### src/core/cach_regs.svh
`ifndef CACH_REGS_SVH
`define CACH_REGS_SVH

// Header byte fields
`define CACH_HDR_KIND_BIT 7
`define CACH_HDR_REQ_HI 6
`define CACH_HDR_REQ_LO 4
`define CACH_HDR_SIZE_HI 2
`define CACH_HDR_SIZE_LO 0

// Request codes
`define CACH_REQ_SINGLE_READ 3'h0
`define CACH_REQ_SINGLE_WRITE 3'h1
`define CACH_REQ_STACK_READ 3'h2

// CRC-16 over LSB-first bit stream, reflected polynomial form
`define CACH_CRC_INIT 16'hffff
`define CACH_CRC_POLY_REFL 16'ha001
`define CACH_CRC_GOOD 16'h0000

// Frame sizes
`define CACH_RSP_PROTO_BYTES 9'h006
`define CACH_CMD_TAIL_BYTES 4'h2
`define CACH_MAX_WRITE_REGS 8

`endif

### src/core/cach_pkg.sv
package cach_pkg;

    typedef struct packed {
        logic valid;
        logic [7:0] data;
    } cach_byte_t;

    typedef struct packed {
        logic wr_en;
        logic rd_en;
        logic [15:0] addr;
        logic [7:0] wdata;
    } cach_reg_req_t;

    typedef enum logic [1:0] {
        CACH_RSP_IDLE = 2'b00,
        CACH_RSP_WAIT = 2'b01,
        CACH_RSP_SEND = 2'b11
    } cach_rsp_state_t;

endpackage : cach_pkg

### src/core/cach_handler.sv
`include "cach_regs.svh"

module cach_handler
    import cach_pkg::*;
(
    input wire logic CLK_SYS,
    input wire logic RST,
    input wire logic [7:0] DEVICE_ADDR,
    input wire logic STACK_MEMBER_FLAG,
    input wire logic CHAIN_TOP_DEVICE,
    input wire cach_byte_t CMD_IN,
    output cach_byte_t CMD_OUT,
    input wire cach_byte_t RSP_IN,
    output cach_byte_t RSP_OUT,
    output cach_reg_req_t REG_REQ,
    input wire logic [7:0] REG_RDATA,
    output logic CMD_CRC_ERR,
    output logic RSP_CRC_FAULT,
    output logic BUSY
);

    function automatic logic [15:0] crc_step(input logic [15:0] crc, input logic [7:0] b);
        logic [15:0] c;
        c = crc;
        for (int i = 0; i < 8; i++) begin
            if (c[0] ^ b[i]) begin
                c = (c >> 1) ^ `CACH_CRC_POLY_REFL;
            end else begin
                c = c >> 1;
            end
        end
        return c;
    endfunction : crc_step

    // Command parser state
    logic [3:0] cidx_ff;
    logic [7:0] chdr_ff;
    logic [7:0] cdev_ff;
    logic [15:0] creg_ff;
    logic [7:0] ccnt_ff;
    logic [15:0] ccrc_ff;
    logic [7:0] wbuf_ff [`CACH_MAX_WRITE_REGS];

    logic [7:0] hdr;
    logic [2:0] req;
    logic has_dev;
    logic [3:0] data_pos;
    logic [3:0] ndata;
    logic [3:0] clen;
    logic clast;
    logic [15:0] nxt_ccrc;
    logic cmd_good;
    logic dev_match;
    logic start_rd;
    logic start_stack;
    logic start_wr;

    always_comb begin
        hdr = (cidx_ff == 4'h0) ? CMD_IN.data : chdr_ff;
        req = hdr[`CACH_HDR_REQ_HI:`CACH_HDR_REQ_LO];
        // no address byte for stack frames
        has_dev = (req == `CACH_REQ_SINGLE_READ) || (req == `CACH_REQ_SINGLE_WRITE);
        data_pos = has_dev ? 4'h4 : 4'h3;
        // count field is registers minus one
        ndata = req[0] ? ({1'b0, hdr[`CACH_HDR_SIZE_HI:`CACH_HDR_SIZE_LO]} + 4'h1) : 4'h1;
        clen = data_pos + ndata + `CACH_CMD_TAIL_BYTES;
        clast = CMD_IN.valid && (cidx_ff == clen - 4'h1);
        nxt_ccrc = crc_step((cidx_ff == 4'h0) ? `CACH_CRC_INIT : ccrc_ff, CMD_IN.data);
        cmd_good = clast && (nxt_ccrc == `CACH_CRC_GOOD) && hdr[`CACH_HDR_KIND_BIT];
        dev_match = (cdev_ff == DEVICE_ADDR);
        start_rd = cmd_good && (req == `CACH_REQ_SINGLE_READ) && dev_match;
        start_wr = cmd_good && (req == `CACH_REQ_SINGLE_WRITE) && dev_match;
        start_stack = cmd_good && (req == `CACH_REQ_STACK_READ) && STACK_MEMBER_FLAG;
    end

    always_ff @(posedge CLK_SYS or posedge RST) begin
        if (RST) begin
            cidx_ff <= 4'h0;
            chdr_ff <= 8'h00;
            cdev_ff <= 8'h00;
            creg_ff <= 16'h0000;
            ccnt_ff <= 8'h00;
            ccrc_ff <= `CACH_CRC_INIT;
        end else if (CMD_IN.valid) begin
            cidx_ff <= clast ? 4'h0 : cidx_ff + 4'h1;
            ccrc_ff <= nxt_ccrc;
            if (cidx_ff == 4'h0) begin
                chdr_ff <= CMD_IN.data;
            end
            if (has_dev && cidx_ff == 4'h1) begin
                cdev_ff <= CMD_IN.data;
            end
            if (cidx_ff == data_pos - 4'h2) begin
                creg_ff[15:8] <= CMD_IN.data;
            end
            if (cidx_ff == data_pos - 4'h1) begin
                creg_ff[7:0] <= CMD_IN.data;
            end
            if (cidx_ff == data_pos) begin
                ccnt_ff <= CMD_IN.data;
            end
        end
    end

    always_ff @(posedge CLK_SYS) begin
        if (CMD_IN.valid && cidx_ff >= data_pos && cidx_ff < data_pos + ndata) begin
            wbuf_ff[3'(cidx_ff - data_pos)] <= CMD_IN.data;
        end
    end

    // command relayed whether good or not
    always_ff @(posedge CLK_SYS or posedge RST) begin
        if (RST) begin
            CMD_OUT <= '0;
            CMD_CRC_ERR <= 1'b0;
        end else begin
            CMD_OUT <= CMD_IN;
            CMD_CRC_ERR <= clast && (nxt_ccrc != `CACH_CRC_GOOD);
        end
    end

    // Write execution
    logic wr_act_ff;
    logic [2:0] wr_idx_ff;
    logic [2:0] wr_last_ff;

    always_ff @(posedge CLK_SYS or posedge RST) begin
        if (RST) begin
            wr_act_ff <= 1'b0;
            wr_idx_ff <= 3'h0;
            wr_last_ff <= 3'h0;
        end else if (start_wr) begin
            wr_act_ff <= 1'b1;
            wr_idx_ff <= 3'h0;
            wr_last_ff <= hdr[`CACH_HDR_SIZE_HI:`CACH_HDR_SIZE_LO];
        end else if (wr_act_ff) begin
            wr_idx_ff <= wr_idx_ff + 3'h1;
            wr_act_ff <= (wr_idx_ff != wr_last_ff);
        end
    end

    // Upstream response relay and check
    logic [8:0] uidx_ff;
    logic [8:0] ulen_ff;
    logic [15:0] ucrc_ff;
    logic [15:0] nxt_ucrc;
    logic [8:0] ulen;
    logic ulast;

    always_comb begin
        nxt_ucrc = crc_step((uidx_ff == 9'h000) ? `CACH_CRC_INIT : ucrc_ff, RSP_IN.data);
        ulen = (uidx_ff == 9'h000) ? ({1'b0, RSP_IN.data} + 9'h001 + `CACH_RSP_PROTO_BYTES) : ulen_ff;
        ulast = RSP_IN.valid && (uidx_ff == ulen - 9'h001);
    end

    always_ff @(posedge CLK_SYS or posedge RST) begin
        if (RST) begin
            uidx_ff <= 9'h000;
            ulen_ff <= 9'h000;
            ucrc_ff <= `CACH_CRC_INIT;
        end else if (RSP_IN.valid) begin
            uidx_ff <= ulast ? 9'h000 : uidx_ff + 9'h001;
            ulen_ff <= ulen;
            ucrc_ff <= nxt_ucrc;
        end
    end

    // Own response generator
    cach_rsp_state_t rsp_state_ff;
    logic [8:0] ridx_ff;
    logic [8:0] rcnt_ff;
    logic [15:0] rbase_ff;
    logic [15:0] rcrc_ff;
    logic [7:0] rbyte;
    logic rsend;
    logic rdone;

    always_ff @(posedge CLK_SYS or posedge RST) begin
        if (RST) begin
            rsp_state_ff <= CACH_RSP_IDLE;
            RSP_CRC_FAULT <= 1'b0;
        end else begin
            RSP_CRC_FAULT <= 1'b0;
            unique case (rsp_state_ff)
                CACH_RSP_IDLE: begin
                    if (start_rd) begin
                        rsp_state_ff <= CACH_RSP_SEND;
                    end else if (start_stack && CHAIN_TOP_DEVICE) begin
                        rsp_state_ff <= CACH_RSP_SEND;
                    end else if (start_stack) begin
                        rsp_state_ff <= CACH_RSP_WAIT;
                    end
                end
                CACH_RSP_WAIT: begin
                    if (ulast && nxt_ucrc == `CACH_CRC_GOOD) begin
                        rsp_state_ff <= CACH_RSP_SEND;
                    end else if (ulast) begin
                        rsp_state_ff <= CACH_RSP_IDLE;
                        RSP_CRC_FAULT <= 1'b1;
                    end
                end
                CACH_RSP_SEND: begin
                    if (rdone) begin
                        rsp_state_ff <= CACH_RSP_IDLE;
                    end
                end
            endcase
        end
    end

    assign rsend = (rsp_state_ff == CACH_RSP_SEND);
    assign rdone = rsend && (ridx_ff == rcnt_ff + `CACH_RSP_PROTO_BYTES - 9'h001);

    always_ff @(posedge CLK_SYS or posedge RST) begin
        if (RST) begin
            rcnt_ff <= 9'h000;
            rbase_ff <= 16'h0000;
        end else if (start_rd || start_stack) begin
            rcnt_ff <= {1'b0, ccnt_ff} + 9'h001;
            rbase_ff <= creg_ff;
        end
    end

    always_ff @(posedge CLK_SYS or posedge RST) begin
        if (RST) begin
            ridx_ff <= 9'h000;
            rcrc_ff <= `CACH_CRC_INIT;
        end else if (rsend) begin
            ridx_ff <= rdone ? 9'h000 : ridx_ff + 9'h001;
            if (ridx_ff < rcnt_ff + 9'h004) begin
                rcrc_ff <= crc_step(rcrc_ff, rbyte);
            end
        end else begin
            ridx_ff <= 9'h000;
            rcrc_ff <= `CACH_CRC_INIT;
        end
    end

    always_comb begin
        if (ridx_ff == 9'h000) begin
            rbyte = ccnt_ff;
        end else if (ridx_ff == 9'h001) begin
            rbyte = DEVICE_ADDR;
        end else if (ridx_ff == 9'h002) begin
            rbyte = rbase_ff[15:8];
        end else if (ridx_ff == 9'h003) begin
            rbyte = rbase_ff[7:0];
        end else if (ridx_ff < rcnt_ff + 9'h004) begin
            rbyte = REG_RDATA;
        end else if (ridx_ff == rcnt_ff + 9'h004) begin
            rbyte = rcrc_ff[7:0];
        end else begin
            rbyte = rcrc_ff[15:8];
        end
    end

    // Response output: relay has priority, own frame only when upstream idle
    always_ff @(posedge CLK_SYS or posedge RST) begin
        if (RST) begin
            RSP_OUT <= '0;
        end else if (RSP_IN.valid) begin
            RSP_OUT <= RSP_IN;
        end else begin
            RSP_OUT.valid <= rsend;
            RSP_OUT.data <= rsend ? rbyte : 8'h00;
        end
    end

    // Register port: one write per cycle, reads one cycle ahead
    always_ff @(posedge CLK_SYS or posedge RST) begin
        if (RST) begin
            REG_REQ <= '0;
        end else if (wr_act_ff) begin
            REG_REQ.wr_en <= 1'b1;
            REG_REQ.rd_en <= 1'b0;
            REG_REQ.addr <= creg_ff + {13'h0000, wr_idx_ff};
            REG_REQ.wdata <= wbuf_ff[wr_idx_ff];
        end else begin
            REG_REQ.wr_en <= 1'b0;
            REG_REQ.rd_en <= rsend && (ridx_ff >= 9'h003) && (ridx_ff < rcnt_ff + 9'h003);
            REG_REQ.addr <= rbase_ff + {7'h00, ridx_ff - 9'h003};
            REG_REQ.wdata <= 8'h00;
        end
    end

    always_ff @(posedge CLK_SYS or posedge RST) begin
        if (RST) begin
            BUSY <= 1'b0;
        end else begin
            BUSY <= wr_act_ff || (rsp_state_ff != CACH_RSP_IDLE) || (cidx_ff != 4'h0);
        end
    end

endmodule : cach_handler

### config.mk
export PLATFORM = sky130hd
export DESIGN_NAME = cach_handler
export DESIGN_NICKNAME = d
export VERILOG_FILES = /design/src/core/cach_pkg.sv /design/src/core/cach_handler.sv
export VERILOG_INCLUDE_DIRS = /design/src /design/src/core
export SDC_FILE = /design/constraint.sdc
export NUM_CORES = 1
export LEC_CHECK = 0
export ABC_AREA = 0
export ABC_CLOCK_PERIOD_IN_PS = 8690
export BUFFER_PORTS_ARGS = -buffer_cell sky130_fd_sc_hd__buf_4
export CORE_UTILIZATION = 50
export DETAILED_ROUTE_END_ITERATION = 6
export PLACE_DENSITY = 0.73
export SLEW_MARGIN = 20
export SYNTH_ARGS = -nofsm -noshare
export SYNTH_HDL_FRONTEND = slang
export SYNTH_SLANG_ARGS = --single-unit
### constraint.sdc
create_clock -name CLK_SYS -period 8.69 [get_ports CLK_SYS]
set_clock_uncertainty 0.2 [all_clocks]
set_input_delay 1.3035 -clock CLK_SYS [delete_from_list [all_inputs] [get_ports CLK_SYS]]
set_output_delay 1.3035 -clock CLK_SYS [all_outputs]
set_load 0.005 [all_outputs]
==> metrics.md, run 1 <==
| Metric | Value |
|---|---|
| WHS Path Cells | `2` |
| Max-slew violations | `0` |
| Placement row count | `63` |
| GRT Total Usage | `0.2353` |
| Final nets | `1557` |
| Setup-failing EPs final | `0` |
| Core ar. | `29640 µm²` |
| Post-synth net total | `1515` |
| Maximum clock path buffer count | `3` |
| Power consumption | `5.286 mW` |
| RePlAce Congestion | `0.9295` |
| Netlist cell types | `70` |
| Routed wire per std cell | `19.25 µm` |
| Worst-path maximum fanout | `13` |
| Clock H-tree levels | `1` |
| Antenna-violating nets left | `0` |
| Initial core utilization | `0.5081` |
| Commonest non-fill, non-tap cell in the layout | `dfrtp_1` |
| Num CTS Buffers | `28` |
| Synth warn | `0` |
| Commonest non-fill, non-tap cells in the layout | `dfrtp_1 (151), xnor2_1 (125), nor2_1 (115), nand2_1 (108), buf_4 (94)` |
| Min cycle time layout | `5.681 ns` |
| Placed cell count | `1816` |
| Die X | `175.5 µm` |
| Leak pwr | `6.856 nW` |
| Number of flops mapped to enable cells by yosys | `64` |
| Critical Path RT | `8.67 ns` |
| Initial drt markers | `702` |
| Setup TNS | `0 ns` |
| Unrepaired setup endpoints after global routing | `no` |
| TritonCTS clock tree | `yes` |
| Startpoint types | `flip-flop` |
| Post-synth ARST share | `0.7567` |
| Sequential element share of the synthesized area | `0.4623` |
| Worst-Skew Late Latency | `0.56 ns` |
| Largest net degree at the start of global routing | `126` |
| Cell Area, Synth | `15060 µm²` |
| Layout Cells excl Fill | `1868` |
| Tcrit/Tclk final | `0.6537` |
| Hold buffer count at cts | `0` |
| CTS root buffer | `clkbuf_16` |
| Initial antenna violation count | `1` |
| Maximum clock rate | `0.1760 GHz` |
| Die area | `30810 µm²` |
| Post-route worst setup slack | `3.009 ns` |
| Slew @ Worst Pin | `0.9941 ns` |
| Worst-path clk slew | `0.06 ns` |
| Hpwl dp | `24770 µm` |
| Reg2Reg Depth | `16` |
| Fin util | `0.5706` |
| DR vias | `10869` |
| Port Buffers | `84` |
| Router iterations before antenna repair | `7` |
| Top_reg_cell synth | `dfrtp_1` |
| VDD IR max | `0.2661 mV` |
| Critical path data arrival time | `5.67 ns` |
| Worst setup EP type | `flip-flop` |
| Final hold vios | `0` |
| Mapped Cells | `1414` |
| Critical path type | `reg -> reg` |
| Pwr Density | `312.6 nW/µm²` |
| DRT Wirelength | `35960 µm` |
| I/O pin count | `85` |
| First-pass GRT wire length | `57200 µm` |
| Vias in the first global route | `10600` |
| Syn avg cell area | `10.65 µm²` |
| Postcts setup bufs | `0` |
| Area grow syn2layout | `12.31%` |
| R2r setup slk | `3.01 ns` |
| Overflow after GRT | `0` |
| Share of cells above drive strength 1 | `0.2023` |
| CTS Sinks | `263` |
| HP Class | `reg -> reg` |
| Slew HR | `0.3322` |
| Die H | `175.5 µm` |
| Residual DRC count | `0` |
| Drt via density | `5.819` |
| #FFs+latches synth | `263` |
| Max Cap Viol | `0` |
| Number of diodes | `0` |
| Resized cells post-CTS | `0` |
| Status | `completed` |
| Dpl ws | `2.766 ns` |
## state kept, by name, summed over array words and instances (netlist names)
| name | flops |
|---|---|
| CMD_CRC_ERR | 1 |
| cidx_ff | 4 |
| chdr_ff | 7 |
| ccnt_ff | 8 |
| RSP_OUT | 9 |
| rsp_state_ff | 2 |
| RSP_CRC_FAULT | 1 |
| wbuf_ff | 64 |
| ccrc_ff | 16 |
| rbase_ff | 16 |
| wr_act_ff | 1 |
| wr_last_ff | 3 |
| ridx_ff | 9 |
| rcrc_ff | 16 |
| CMD_OUT | 9 |
| cdev_ff | 8 |
| wr_idx_ff | 3 |
| BUSY | 1 |
| ulen_ff | 9 |
| REG_REQ | 26 |
| uidx_ff | 9 |
| ucrc_ff | 16 |
| creg_ff | 16 |
| rcnt_ff | 9 |
## worst max-delay path: stages, from the launching register on
cell,delay [ns]
dfrtp_1,0.50
inv_1,0.16
ha_1,0.17
or3b_1,0.62
or3_1,0.41
o31ai_1,0.25
inv_1,0.30
ha_1,0.31
inv_1,0.07
fa_1,0.45
ha_1,0.29
nor2b_1,0.13
o21a_1,0.16
o21ai_0,0.12
and4b_1,0.25
nand2_1,0.15
nor3_1,0.79
## layer usage
layer | share of wire | global-route usage | wire, µm
met1 | 0.43 | 0.3177 | 15470
met2 | 0.48 | 0.3866 | 17350
met3 | 0.053 | 0.03203 | 1908
met4 | 0.034 | 0.08913 | 1226
met5 | 0 | 0 | 0
## synthesized netlist by cell type (all sizes together), types with 8 or more instances
master	n	area, µm²
nand2b	18	112.6
and3	9	56.30
dfstp	48	1261
nor3	24	130.1
o31ai	9	67.56
nor2b	22	137.6
and2	10	62.56
a211oi	10	80.07
mux2i	24	240.2
dfrtp	151	3779
ha	59	738.2
nand3	34	170.2
nand2	108	405.4
nand3b	10	75.07
o21ai	65	325.3
a21o	12	90.09
xnor2	125	1095
a21oi	64	320.3
clkbuf	68	256.5
buf	14	72.57
edfxtp	64	1922
nor2	115	431.7
nand4	14	87.58
xor2	70	613.1
a31oi	8	50.05
mux4	16	360.4
nor4	10	62.56
o21a	9	67.56
o211ai	15	112.6
or4	8	63.81
mux2	81	912.1
inv	40	150.1
## logic make-up (layout without fill, tap and decap cells)
kind of cell | count (synthesis) | in the layout | share of synthesized area
compound gates | 245 | 245 | 0.1039
simple gates | 403 | 403 | 0.1306
mux | 121 | 121 | 0.1005
buf+inv | 122 | 186 | 0.03182
flops | 263 | 263 | 0.4623
fa+ha+maj | 63 | 63 | 0.05434
xor+xnor | 197 | 197 | 0.1165
## final timing paths
check	from	end
max	cidx_ff[1]$_DFFE_PP0P_	wbuf_ff[0][6]$_DFFE_PP_
min	ccrc_ff[14]$_DFFE_PP1P_	ccrc_ff[14]$_DFFE_PP1P_
max reg2reg	cidx_ff[1]$_DFFE_PP0P_	wbuf_ff[0][6]$_DFFE_PP_
min reg2reg	ccrc_ff[14]$_DFFE_PP1P_	ccrc_ff[14]$_DFFE_PP1P_
max in group asynchronous	RST	RSP_OUT[5]$_DFF_PP0_
min in group asynchronous	RST	REG_REQ[13]$_DFF_PP0_
## per-stage QoR
stage	hold slack, ns	instance area (µm²)
6_report	0.2941	16910
2_1_floorplan	0.1519	15060
4_1_cts	0.2961	16900
3_5_place_dp	0.2882	15950
5_1_grt	0.3132	16910
3_3_place_gp	0.2759	15950
## cell type report
type                       instances  area [µm²]
multi-input combinational       1029        7644
tap                              390       488.0
clock inverter                    15       190.2
sequential                       263        6962
clock buffer                      37       764.5
timing repair buffer              94       705.7
inverter                          40       157.7
fill                            2556       12730
## power by group
part,internal [mW],switching [mW],total (mW),leakage [nW]
clock network,0.716,0.510,1.23,0.467
registers,1.64,0.277,1.92,3.00
logic,1.02,1.12,2.14,3.39
total,3.38,1.91,5.29,6.86
Note: power is estimated with default switching activity, not from simulation.
==> inputs of run 2 (changes only) <==
--- a/config.mk
+++ b/config.mk
@@ -7,7 +7,7 @@
 export NUM_CORES = 1
 export LEC_CHECK = 0
 export ABC_AREA = 0
-export ABC_CLOCK_PERIOD_IN_PS = 8690
+export ABC_CLOCK_PERIOD_IN_PS = 5700
 export BUFFER_PORTS_ARGS = -buffer_cell sky130_fd_sc_hd__buf_4
 export CORE_UTILIZATION = 50
 export DETAILED_ROUTE_END_ITERATION = 6
==> constraint.sdc (replaced) <==
create_clock -name CLK_SYS -period 5.7 [get_ports CLK_SYS]
set_clock_uncertainty 0.2 [all_clocks]
set_input_delay 0.855 -clock CLK_SYS [delete_from_list [all_inputs] [get_ports CLK_SYS]]
set_output_delay 0.855 -clock CLK_SYS [all_outputs]
set_load 0.005 [all_outputs]
==> run 2 against run 1 <==
Against the previous run: sequential share of layout area is 0.19 points lower; utilization is 0.27 points higher; non-clock buffer count is 10 higher; total power is 52% higher; critical path depth is 1 lower; hold slack worse by 0.0080 ns; cell count is 0.54% higher; count of clock-buffer cells in the layout is 4 higher; sequential cell count stayed put; worst setup slack worse by 2.3 ns; sequential power is 52% higher; combinational power is 53% higher; largest cell class unchanged.
==> metrics.md, run 2 (synthesized netlist as in run 1, its figures left out) <==
| Metric | Value |
|---|---|
| Power consumption | `8.054 mW (+52%)` |
| Port Buffers | `84 (unchanged)` |
| Final hold vios | `0 (unchanged)` |
| Startpoint types | `flip-flop` |
| Flop pwr share | `0.362 (about the same)` |
| Final nets | `1567 (+0.64%)` |
| Max reg flops | `64 (unchanged)` |
| Slowest stage delay, CP | `0.57 ns (-0.22 ns)` |
| Reg2Reg Depth | `15 (-1)` |
| Combinational power share | `0.406 (about the same)` |
| Switching power | `2.855 mW (+50%)` |
| Switch share | `0.3544 (-0.006022)` |
| First-pass GRT wire length | `58230 µm (+1.8%)` |
| Number of diodes | `0 (unchanged)` |
| Initial drt markers | `727 (+3.6%)` |
| Clock Power Share | `0.232 (about the same)` |
| Slowest cell on crit path | `nor3_2` |
| VDD IR max | `0.3332 mV (+25%)` |
| Routed wire per std cell | `19.42 µm (+0.87%)` |
| Drt via density | `5.739 (-1.4%)` |
| RR Endpoint | `rcrc_ff[0]$_DFFE_PP1P_` |
| Die H | `175.5 µm (unchanged)` |
| Biggest regs | `wbuf_ff: 64 flops, REG_REQ: 26 flops` |
| CTS root buffer | `clkbuf_16` |
| Worst setup EP type | `flip-flop` |
| Setup TNS | `0 ns (unchanged)` |
| Internal | `5.199 mW (+54%)` |
| Slew HR | `0.4110 (+0.07884)` |
| Setup-failing EPs final | `0 (unchanged)` |
| TritonCTS clock tree | `yes` |
| Antenna-violating nets left | `0 (unchanged)` |
| Status | `completed` |
| Slew @ Worst Pin | `0.8835 ns (-0.1106 ns)` |
| Post-route cell area | `16990 µm² (+0.47%)` |
| Share of cells above drive strength 1 | `0.2050 (+0.002673)` |
| I/O pin count | `85 (unchanged)` |
| Worst-path clk slew | `0.06 ns (about the same)` |
| Min cycle time layout | `4.955 ns (-0.7259 ns)` |
| Residual DRC count | `0 (unchanged)` |
| Router iterations before antenna repair | `5 (-2)` |
| GRT Total Usage | `0.2407 (+0.005345)` |
| Leak pwr | `6.901 nW (+0.66%)` |
| Die area | `30810 µm² (unchanged)` |
| Worst-Skew Late Latency | `0.57 ns (about the same)` |
| Tcrit/Tclk final | `0.8693 (+0.2156)` |
| CTS Sinks | `263 (unchanged)` |
| Area grow syn2layout | `12.83%` |
| Maximum clock path buffer count | `3 (unchanged)` |
| Hold buffer count at cts | `0 (unchanged)` |
| Critical Path RT | `5.97 ns (-2.70 ns)` |
| Max Cap Viol | `0 (unchanged)` |
| Critical-path cell list | `ha_1 -> nand3_1 -> nor2_1 -> xnor2_1 -> ha_1 -> nand4_1 -> nor3_2 -> mux2_2 -> o221a_2 -> o221ai_2 -> xor2_1 -> xnor3_1 -> xor3_1 -> nor2_1 -> a211oi_2` |
| Core ar. | `29640 µm² (unchanged)` |
| DRT Wirelength | `36460 µm (+1.4%)` |
| R2r setup slk | `0.74 ns (-2.26 ns)` |
| Num CTS Buffers | `28 (unchanged)` |
| Largest net degree at the start of global routing | `143 (+13%)` |
| DR vias | `10777 (-0.85%)` |
| Vias in the first global route | `10694 (+0.89%)` |
| Crit path launch | `rcnt_ff[2]$_DFFE_PP0P_` |
| Post-DP Area | `16030 µm² (+0.53%)` |
| Critical path data arrival time | `5.22 ns (-0.45 ns)` |
| Unrepaired setup endpoints after global routing | `no` |
| CP endpoint | `rcrc_ff[0]$_DFFE_PP1P_` |
| Critical path type | `reg -> reg` |
| Hpwl dp | `25420 µm (+2.6%)` |
| Placement row count | `63 (unchanged)` |
| Resized cells post-CTS | `0 (unchanged)` |
| Postcts setup bufs | `0 (unchanged)` |
| Clock H-tree levels | `1 (unchanged)` |
| Initial core utilization | `0.5081 (unchanged)` |
| Max-slew violations | `0 (unchanged)` |
| Top reg by flops | `wbuf_ff` |
| Overflow after GRT | `0 (unchanged)` |
| Commonest non-fill, non-tap cells in the layout | `dfrtp_1 (151), xnor2_1 (125), nor2_1 (115), nand2_1 (108), buf_4 (103)` |
| Commonest non-fill, non-tap cell in the layout | `dfrtp_1` |
| Worst-path maximum fanout | `9 (-4)` |
| Pwr Density | `474.1 nW/µm² (+52%)` |
| Maximum clock rate | `0.2018 GHz (+15%)` |
| Die X | `175.5 µm (unchanged)` |
| Worst flop-to-flop path startpoint | `rcnt_ff[2]$_DFFE_PP0P_` |
| HP Class | `in -> async` |
| RePlAce Congestion | `0.9207 (-0.95%)` |
| Initial antenna violation count | `0 (-1)` |
run 2: cell type report:
class	count	area [µm²]
Clock inverter	11	130.1
Fill cell	2543	12650
Timing Repair Buffer	104	793.3
Tap cell	390	488.0
Multi-Input combinational cell	1029	7634
Sequential cell	263	6962
Inverter	40	153.9
Clock buffer	41	829.5
run 2: power by group through the flow:
stage,logic [mW],clock network (mW),registers (mW)
2_1_floorplan,2.64,0,2.78
3_3_place_gp,3.17,0,2.91
3_5_place_dp,3.25,0,2.94
4_1_cts,3.27,1.90,2.91
5_1_grt,3.61,1.97,2.98
6_report,3.27,1.87,2.92
run 2: worst min-delay path by stage:
stage	startpoint	endpoint	slack (ns)	cells past startpoint
detailed placement	ccrc_ff[13]$_DFFE_PP1P_	ccrc_ff[13]$_DFFE_PP1P_	0.29	2
floorplan	wr_act_ff$_DFF_PP0_	REG_REQ[25]$_DFF_PP0_	0.15	0
global route	ccrc_ff[13]$_DFFE_PP1P_	ccrc_ff[13]$_DFFE_PP1P_	0.32	2
finish	RST	REG_REQ[11]$_DFF_PP0_	0.29	3
global placement	ridx_ff[0]$_DFF_PP0_	ridx_ff[0]$_DFF_PP0_	0.28	1
CTS	ccrc_ff[14]$_DFFE_PP1P_	ccrc_ff[14]$_DFFE_PP1P_	0.30	2
run 2: per-stage QoR:
stage               cells  utilization  setup slack, ns  hold slack [ns]
finish               1878       0.5732           0.7449           0.2861
global route         1878       0.5732           0.3836           0.3238
CTS                  1878       0.5732           0.7126           0.3004
detailed placement   1826       0.5409           0.7785           0.2913
global placement     1826       0.5409           0.8958           0.2788
floorplan            1414            -           0.6032           0.1519
run 2: critical path, delay by kind of cell (launching register included):
kind / cells / cell delay, ns
fa+ha+maj: 2 / 0.65
flops: 1 / 0.51
xor+xnor: 4 / 1.27
simple gates: 5 / 1.13
mux: 1 / 0.42
compound gates: 3 / 0.66
run 2: routing by layer:
layer	global-route usage	vias to the layer above	share of wire
met5	0	-	0
met1	0.3363	5330	0.45
met3	0.03225	72	0.049
met4	0.06957	0	0.025
met2	0.3922	282	0.48
li1	-	5093	-
